File: config.mk
export PLATFORM = sky130hd
export DESIGN_NAME = eph_host
export DESIGN_NICKNAME = d
export VERILOG_FILES = /design/src/pkg/eph_pkg.sv /design/src/logic/eph_host.sv /design/src/logic/eph_timer.sv
export VERILOG_INCLUDE_DIRS = /design/src /design/src/pkg
export SDC_FILE = /design/constraint.sdc
export NUM_CORES = 1
export LEC_CHECK = 0
export ABC_CLOCK_PERIOD_IN_PS = 3670
export BUFFER_PORTS_ARGS = -buffer_cell sky130_fd_sc_hd__buf_2
export CORE_MARGIN = 2
export CORE_UTILIZATION = 50
export DETAILED_ROUTE_END_ITERATION = 8
export GPL_ROUTABILITY_DRIVEN = 0
export PLACE_DENSITY = 0.71
export SLEW_MARGIN = 25
export SYNTH_ARGS = -nofsm -noshare
export SYNTH_HDL_FRONTEND = slang
export SYNTH_SLANG_ARGS = --single-unit
File: constraint.sdc
create_clock -name sys_clk -period 3.67 [get_ports sys_clk]
set_clock_uncertainty 0.2 [all_clocks]
set_input_delay 0.9175 -clock sys_clk [delete_from_list [all_inputs] [get_ports sys_clk]]
set_output_delay 0.9175 -clock sys_clk [all_outputs]
set_load 0.01 [all_outputs]
File: src/pkg/eph_defines.svh
// Timing counts and field positions for the page EEPROM host controller.
// Assumes the includer runs on a 40 MHz clock; counts are derived from that rate.
`ifndef EPH_DEFINES_SVH
`define EPH_DEFINES_SVH

`define EPH_CLK_PERIOD_PS 25000
// Time figures in their own units.
`define EPH_WRITE_CYCLE_TIME_MS 10
`define EPH_WRITE_START_DELAY_NS 150
`define EPH_BYTE_LOAD_MAX_US 30
`define EPH_STROBE_WIDTH_NS 250
`define EPH_ACCESS_NS 150
// Derived cycle counts: least times round up, longest round down.
// The write cycle is reckoned in nanoseconds so that the product stays inside 32 bits.
`define EPH_WC_CYC ((`EPH_WRITE_CYCLE_TIME_MS * 1000000 + `EPH_CLK_PERIOD_PS / 1000 - 1) / (`EPH_CLK_PERIOD_PS / 1000))
`define EPH_DW_CYC ((`EPH_WRITE_START_DELAY_NS * 1000 + `EPH_CLK_PERIOD_PS - 1) / `EPH_CLK_PERIOD_PS)
`define EPH_BLC_CYC ((`EPH_BYTE_LOAD_MAX_US * 1000000) / `EPH_CLK_PERIOD_PS)
`define EPH_STROBE_CYC ((`EPH_STROBE_WIDTH_NS * 1000 + `EPH_CLK_PERIOD_PS - 1) / `EPH_CLK_PERIOD_PS)
`define EPH_ACC_CYC ((`EPH_ACCESS_NS * 1000 + `EPH_CLK_PERIOD_PS - 1) / `EPH_CLK_PERIOD_PS)
// Status bit positions on the data bus.
`define EPH_TOGGLE_BIT 6
`define EPH_POLL_BIT 7
// Page size and the lowest page-select address bit.
`define EPH_PAGE_BYTES 128
`define EPH_PAGE_LSB 7
`define EPH_ADDR_W 17

`endif

File: src/pkg/eph_pkg.sv
// Types shared by the page EEPROM host controller files.
// Assumes eph_defines.svh supplies the widths.
`include "eph_defines.svh"
package eph_pkg;
   // Completion check method chosen per write.
   typedef enum logic [1:0] {
      EPH_WAIT_TIMED,
      EPH_WAIT_TOGGLE,
      EPH_WAIT_POLL,
      EPH_WAIT_READY
   } eph_wait_t;

   // One user command.
   typedef struct packed {
      logic write;
      logic last;
      eph_wait_t wait_mode;
      logic [`EPH_ADDR_W-1:0] addr;
      logic [7:0] data;
   } eph_cmd_t;

   // Pin-side strobes, all active low.
   typedef struct packed {
      logic ce_n;
      logic oe_n;
      logic we_n;
   } eph_strobe_t;
endpackage

File: src/logic/eph_host.sv
// Host controller that writes and reads a byte-wide page EEPROM over its pins.
// Assumes pins are synchronous to sys_clk and the device honours its timing.
// Function
// - Host keeps one fixed address for every toggle status read.
// - Host keeps page select lines constant for all bytes of one page.
// - Without polling or ready, host waits 10 ms after a write.
// - With polling or ready, host may access 150 ns after write start.
// - Page holds 1 to 128 bytes; next load within 30 us.
`timescale 1ns/10ps
module eph_host
   import eph_pkg::*;
#(
   parameter int WC_CYCLES = `EPH_WC_CYC,
   parameter int PAGE_BYTES = `EPH_PAGE_BYTES
) (
   input wire logic sys_clk,
   input wire logic reset,
   input wire logic clk_en,
   input wire logic cmd_valid,
   input wire eph_cmd_t cmd,
   output logic cmd_ready,
   output logic [7:0] rd_data,
   output logic rd_valid,
   output logic page_error,
   output logic busy,
   output logic [`EPH_ADDR_W-1:0] mem_addr,
   output eph_strobe_t mem_strobe,
   input wire logic [7:0] mem_data_in,
   output logic [7:0] mem_data_out,
   output logic mem_data_oe,
   input wire logic ready_busy_n
);
   localparam int TW = $clog2(WC_CYCLES + 1);
   localparam int PW = $clog2(PAGE_BYTES + 1);
   // The load window has its own width so that a short simulated write time cannot truncate it.
   localparam int BW = $clog2(`EPH_BLC_CYC + 1);

   initial begin
      if (PAGE_BYTES < 1 || PAGE_BYTES > `EPH_PAGE_BYTES) $error("eph_host PAGE_BYTES out of range");
      if (WC_CYCLES < `EPH_DW_CYC) $error("eph_host WC_CYCLES below write start delay");
   end

   typedef enum logic [3:0] {
      ST_IDLE, ST_WR_LOW, ST_WR_HIGH, ST_LOAD_WAIT, ST_START, ST_WAIT_TIMED,
      ST_POLL_LOW, ST_POLL_EVAL, ST_RD_LOW, ST_RD_DONE
   } eph_state_t;

   eph_state_t state_q;
   eph_cmd_t cmd_q;
   logic [`EPH_ADDR_W-1:0] page_base_q;
   logic [PW-1:0] count_q;
   logic prev_toggle_q;
   logic have_prev_q;
   logic tmr_load;
   logic [TW-1:0] tmr_value;
   logic tmr_done;
   logic [BW-1:0] blc_q;
   logic page_match;

   eph_timer #(.WIDTH(TW)) u_timer (
      .sys_clk(sys_clk),
      .reset(reset),
      .clk_en(clk_en),
      .load(tmr_load),
      .value(tmr_value),
      .done(tmr_done)
   );

   assign page_match = (cmd.addr[`EPH_ADDR_W-1:`EPH_PAGE_LSB] == page_base_q[`EPH_ADDR_W-1:`EPH_PAGE_LSB]);
   // Commands are taken in idle, or while a page is still open for more bytes.
   assign cmd_ready = (state_q == ST_IDLE) || (state_q == ST_LOAD_WAIT);
   assign busy = (state_q != ST_IDLE) && (state_q != ST_LOAD_WAIT);

   // ---------------------------------------------------------------
   // Timer loads
   // ---------------------------------------------------------------
   // The shared timer times strobes, the write start delay and the full write time.
   always_comb begin
      tmr_load = 1'b0;
      tmr_value = '0;
      if (clk_en) begin
         unique case (state_q)
            ST_IDLE, ST_LOAD_WAIT: begin
               if (cmd_valid) begin
                  tmr_load = 1'b1;
                  tmr_value = TW'(`EPH_STROBE_CYC);
               end
            end
            ST_START: begin
               tmr_load = 1'b1;
               if (cmd_q.wait_mode == EPH_WAIT_TIMED) begin
                  tmr_value = TW'(WC_CYCLES);
               end else begin
                  tmr_value = TW'(`EPH_DW_CYC);
               end
            end
            ST_POLL_EVAL: begin
               tmr_load = 1'b1;
               tmr_value = TW'(`EPH_ACC_CYC);
            end
            default: begin
               tmr_load = 1'b0;
            end
         endcase
      end
   end

   // ---------------------------------------------------------------
   // Sequencer
   // ---------------------------------------------------------------
   // Ending the page early on last avoids leaning on the device's idle auto-start.
   always_ff @(posedge sys_clk) begin
      if (reset) begin
         state_q <= ST_IDLE;
         cmd_q <= '0;
         page_base_q <= '0;
         count_q <= '0;
         page_error <= 1'b0;
      end else if (clk_en) begin
         unique case (state_q)
            ST_IDLE, ST_LOAD_WAIT: begin
               if (cmd_valid) begin
                  page_error <= 1'b0;
                  if (state_q == ST_LOAD_WAIT && (!cmd.write || !page_match)) begin
                     // Reject a read or foreign page mid-page: drop the command and close the page.
                     page_error <= 1'b1;
                     state_q <= ST_START;
                  end else begin
                     cmd_q <= cmd;
                     if (state_q == ST_IDLE) begin
                        page_base_q <= cmd.addr;
                        count_q <= PW'(1);
                     end else begin
                        count_q <= count_q + 1'b1;
                     end
                     state_q <= cmd.write ? ST_WR_LOW : ST_RD_LOW;
                  end
               end else if (state_q == ST_LOAD_WAIT && blc_q == '0) begin
                  state_q <= ST_START;
               end
            end
            ST_WR_LOW: begin
               if (tmr_done) state_q <= ST_WR_HIGH;
            end
            ST_WR_HIGH: begin
               // Page full or last byte closes the page.
               if (cmd_q.last || count_q == PW'(PAGE_BYTES)) begin
                  state_q <= ST_START;
               end else begin
                  state_q <= ST_LOAD_WAIT;
               end
            end
            ST_START: begin
               state_q <= ST_WAIT_TIMED;
            end
            ST_WAIT_TIMED: begin
               if (tmr_done) begin
                  // Status modes pass through evaluate, which loads the access time for each read.
                  if (cmd_q.wait_mode == EPH_WAIT_TIMED) state_q <= ST_IDLE;
                  else state_q <= ST_POLL_EVAL;
               end
            end
            ST_POLL_EVAL: begin
               if (cmd_q.wait_mode == EPH_WAIT_READY) begin
                  if (ready_busy_n) state_q <= ST_IDLE;
               end else begin
                  state_q <= ST_POLL_LOW;
               end
            end
            ST_POLL_LOW: begin
               if (tmr_done) state_q <= ST_RD_DONE;
            end
            ST_RD_LOW: begin
               if (tmr_done) state_q <= ST_RD_DONE;
            end
            ST_RD_DONE: begin
               if (cmd_q.write) begin
                  if (cmd_q.wait_mode == EPH_WAIT_POLL &&
                      mem_data_in[`EPH_POLL_BIT] == cmd_q.data[`EPH_POLL_BIT]) begin
                     state_q <= ST_IDLE;
                  end else if (cmd_q.wait_mode == EPH_WAIT_TOGGLE && have_prev_q &&
                               mem_data_in[`EPH_TOGGLE_BIT] == prev_toggle_q) begin
                     state_q <= ST_IDLE;
                  end else begin
                     state_q <= ST_POLL_EVAL;
                  end
               end else begin
                  state_q <= ST_IDLE;
               end
            end
         endcase
      end
   end

   // ---------------------------------------------------------------
   // Byte load window
   // ---------------------------------------------------------------
   // Counted from the edge that takes each load command, one cycle before its strobe falls; closes the page before 30 us.
   always_ff @(posedge sys_clk) begin
      if (reset) begin
         blc_q <= '0;
      end else if (clk_en) begin
         if (state_q != ST_WR_LOW && tmr_load && cmd_valid) begin
            blc_q <= BW'(`EPH_BLC_CYC - 2 * `EPH_STROBE_CYC);
         end else if (blc_q != '0) begin
            blc_q <= blc_q - 1'b1;
         end
      end
   end

   // ---------------------------------------------------------------
   // Toggle tracking
   // ---------------------------------------------------------------
   // The first status read only records a level; the device starts it at 1.
   always_ff @(posedge sys_clk) begin
      if (reset) begin
         prev_toggle_q <= 1'b0;
         have_prev_q <= 1'b0;
      end else if (clk_en) begin
         if (state_q == ST_START) begin
            have_prev_q <= 1'b0;
         end else if (state_q == ST_RD_DONE && cmd_q.write) begin
            prev_toggle_q <= mem_data_in[`EPH_TOGGLE_BIT];
            have_prev_q <= 1'b1;
         end
      end
   end

   // ---------------------------------------------------------------
   // Pin drive and read data
   // ---------------------------------------------------------------
   // Status reads reuse the last written address so the location stays fixed.
   always_ff @(posedge sys_clk) begin
      if (reset) begin
         mem_addr <= '0;
         mem_strobe <= 3'b111;
         mem_data_out <= '0;
         mem_data_oe <= 1'b0;
         rd_data <= '0;
         rd_valid <= 1'b0;
      end else if (clk_en) begin
         rd_valid <= 1'b0;
         mem_strobe <= 3'b111;
         mem_data_oe <= 1'b0;
         if (state_q == ST_WR_LOW) begin
            mem_addr <= cmd_q.addr;
            mem_data_out <= cmd_q.data;
            mem_data_oe <= 1'b1;
            mem_strobe.ce_n <= 1'b0;
            mem_strobe.we_n <= tmr_done;
         end else if (state_q == ST_RD_LOW || state_q == ST_POLL_LOW) begin
            mem_addr <= cmd_q.addr;
            mem_strobe.ce_n <= 1'b0;
            mem_strobe.oe_n <= 1'b0;
         end else if (state_q == ST_RD_DONE && !cmd_q.write) begin
            rd_data <= mem_data_in;
            rd_valid <= 1'b1;
         end
      end
   end
endmodule

File: src/logic/eph_timer.sv
// Down-counting delay timer used for strobe widths and write waits.
// Assumes a load pulse starts it; done is high while the count is zero.
`timescale 1ns/10ps
module eph_timer #(
   parameter int WIDTH = 20
) (
   input wire logic sys_clk,
   input wire logic reset,
   input wire logic clk_en,
   input wire logic load,
   input wire logic [WIDTH-1:0] value,
   output logic done
);
   logic [WIDTH-1:0] cnt_q;

   initial begin
      if (WIDTH < 2) $error("eph_timer WIDTH too small");
   end

   // ---------------------------------------------------------------
   // Counter
   // ---------------------------------------------------------------
   // A load wins over counting so a restart is never missed.
   always_ff @(posedge sys_clk) begin
      if (reset) begin
         cnt_q <= '0;
      end else if (clk_en) begin
         if (load) begin
            cnt_q <= value;
         end else if (cnt_q != '0) begin
            cnt_q <= cnt_q - 1'b1;
         end
      end
   end

   assign done = (cnt_q == '0);
endmodule

==> results.md <==
- Final min period: 3050 ps
- Dominant cell type by area after synthesis: dfxtp_1
- Final setup violating endpoints: 0
- Top cell type's share of synthesized area: 0.429
- Placed cell area: 6250 um2
- Main flop type after synthesis: dfxtp_1
- Final hold violation count: 0
- Met3 Wirelength: 943 um
- Vias in the first global route: 5,277
- Initial Util: 0.519
- Worst endpoint data arrival time: 3150 ps
- Io pins: 83
- Final worst-path cycle share: 0.831
- Worst-Margin Slew: 716 ps
- Vias per cell: 5.93
- Nets@finish: 807
- Count of pins over their slew limit: 0
- Pwr dens: 831 nW/um2
- Peak supply drop: 0.561 mV
- Largest net degree at the start of global routing: 60
- Netlist Area Pre-Place: 5700 um2
- Core Area: 11,000 um2
- M1 WL: 6.32 mm
- CP Capture Type: flop
- Post-CTS Setup Inserts: 0
- CTS resizes: 0
- Max Cap Viol: 0
- Ys async rst share: 0
- Distinct cells, synth: 55
- Clk Latency, worst-skew pair: 420 ps
- Final HPWL DP: 10.0 mm
- Synth top cells by count: dfxtp_1, a21oi_1, nor2_1
- Post-DRT Antenna Nets: 0
- Layout cells sized above 1: 0.181
- Cells on worst reg2reg path: 7
- Worst hold stages: 2
- Height of the die: 111 um
- RSZ-0062 raised after global routing: no
- Sum Neg Setup Slack: 0 ps
- Worst rel slew slack: 0.520
- Clock Path Buffers: 2
- Cell with the most instances after synthesis: dfxtp_1
- DRC errors left: 0
- Post-route cell area: 6810 um2
- Crit start category: flop
- Synthesized flop and latch total: 122
- HP Class: flop to flop
- Post-Syn Area per Cell: 8.22 um2
- Via count: 5,411
- DR top layer: met4
- Status: completed
- EDFF count, synth: 0
- Filler cell count: 920
- Lkg Pwr: 2.86 nW
- # diodes: 0
- Hold Buf Count CTS: 0
- Clock root buffer: clkbuf_16
- # rows: 38
- P&R area growth vs syn: 19.5%
- Initial antenna violation count: 1
- Top cells by area, synth: dfxtp_1, a21oi_1, mux2i_1
- Clk pin slew, worst setup/hold paths: 60 ps
- Drt wl/cell: 16.3 um
- Setup CP Type: flop to flop
- Routed WL: 14.9 mm
- Post-synthesis net count: 740
- Synth Warn #: 0
- Drt first pass iters: 5
- First-pass GRT wire length: 24.8 mm
- Die footprint: 12,300 um2
- Synth Instances: 693
- Crit-path max FO: 7
- Sequential share of the synthesized area: 0.429
- F_max: 328 MHz
- CTS Sinks: 122
- H-tree Lvls: 4
- Num CTS Buffers: 17
- Die X: 111 um
- GRT Overall Usage: 0.243
- Port Buf Inserts: 82
- CTS tree: done
- Total grt overflow: 0
- Met2 WL post-DR: 7.33 mm
- Critical Path RT: 3780 ps
- Iteration-0 DRC Markers: 388
[kinds of logic after synthesis]
| group | Yosys count | share of synthesized area |
|---|---|---|
| XOR/XNOR | 25 | 0.0384 |
| AND/OR/NAND/NOR | 258 | 0.227 |
| adder cells (fa/ha/maj) | 5 | 0.0110 |
| buffers and inverters | 64 | 0.0428 |
| multiplexers | 33 | 0.0588 |
| flip-flops | 122 | 0.429 |
| AO/OA/AOI/OAI | 186 | 0.193 |
[area by class of cell]
type / instances / area (um2) / share of cell area
clock buffer: 19 / 443 / 0.0650
clock inverter: 13 / 120 / 0.0176
inverter: 11 / 41.3 / 0.00606
multi-input combinational: 507 / 3030 / 0.445
sequential: 122 / 2440 / 0.359
tap: 140 / 175 / 0.0257
timing repair buffer: 101 / 556 / 0.0816
[final timing paths]
| kind | to | startpoint | slack (ps) |
|---|---|---|---|
| worst max register to register | u_timer.cnt_q[16] | u_timer.cnt_q[0] | 620 |
| worst min-delay path | mem_data_out[2] | mem_data_out[2] | 260 |
| worst min register to register | mem_data_out[2] | mem_data_out[2] | 260 |
| worst max-delay path | u_timer.cnt_q[16] | u_timer.cnt_q[0] | 620 |
[routing by layer]
layer / vias to the layer above / GRT usage
met4: 0 / 0.0900
met5: - / 0
met2: 178 / 0.409
met3: 27 / 0.0815
li1: 2654 / -
met1: 2552 / 0.289
[critical path: stages (launching register included)]
cell	delay, ps
dfxtp_1	330
inv_1	80
ha_1	170
or3b_2	530
or4_1	570
a2111o_1	420
or3_1	330
mux2_4	300
[sequential cells by signal, summed over array words and instances (netlist names)]
register and flops:
blc_q 11, cmd_q 29, count_q 8, have_prev_q 1, mem_addr 17, mem_data_oe 1
mem_data_out 8, mem_strobe 3, page_base_q 10, page_error 1, prev_toggle_q 1, rd_data 8
rd_valid 1, state_q 4, u_timer.cnt_q 19
[layout by cell type (no fill, tap or decap), types with 11 or more instances in the layout]
cell,count
dfxtp_1,122
a21oi_1,81
buf_2,81
nor2_1,60
nand2_1,57
o21ai_0,53
nand3_1,49
mux2i_1,32
buf_4,20
or3_1,19
clkbuf_16,17
xor2_1,13
nor3_1,13
xnor2_1,12
or4_1,11
nand4_1,11
[where the power goes]
group	switching, mW	internal, mW
Sequential	0.223	1.57
Combinational	1.40	0.894
Clock	0.622	0.951
[per-stage QoR]
step | hold slack, ps | total power, mW | util | setup slack, ps | cells
floorplan | 242 | 3.52 | - | 419 | 693
global placement | 244 | 3.98 | 0.569 | 600 | 881
detailed placement | 247 | 4.06 | 0.569 | 571 | 881
CTS | 255 | 5.65 | 0.620 | 612 | 913
global route | 281 | 6.05 | 0.620 | 504 | 913
finish | 258 | 5.66 | 0.620 | 622 | 913
Note: power is estimated with default switching activity, not from simulation.
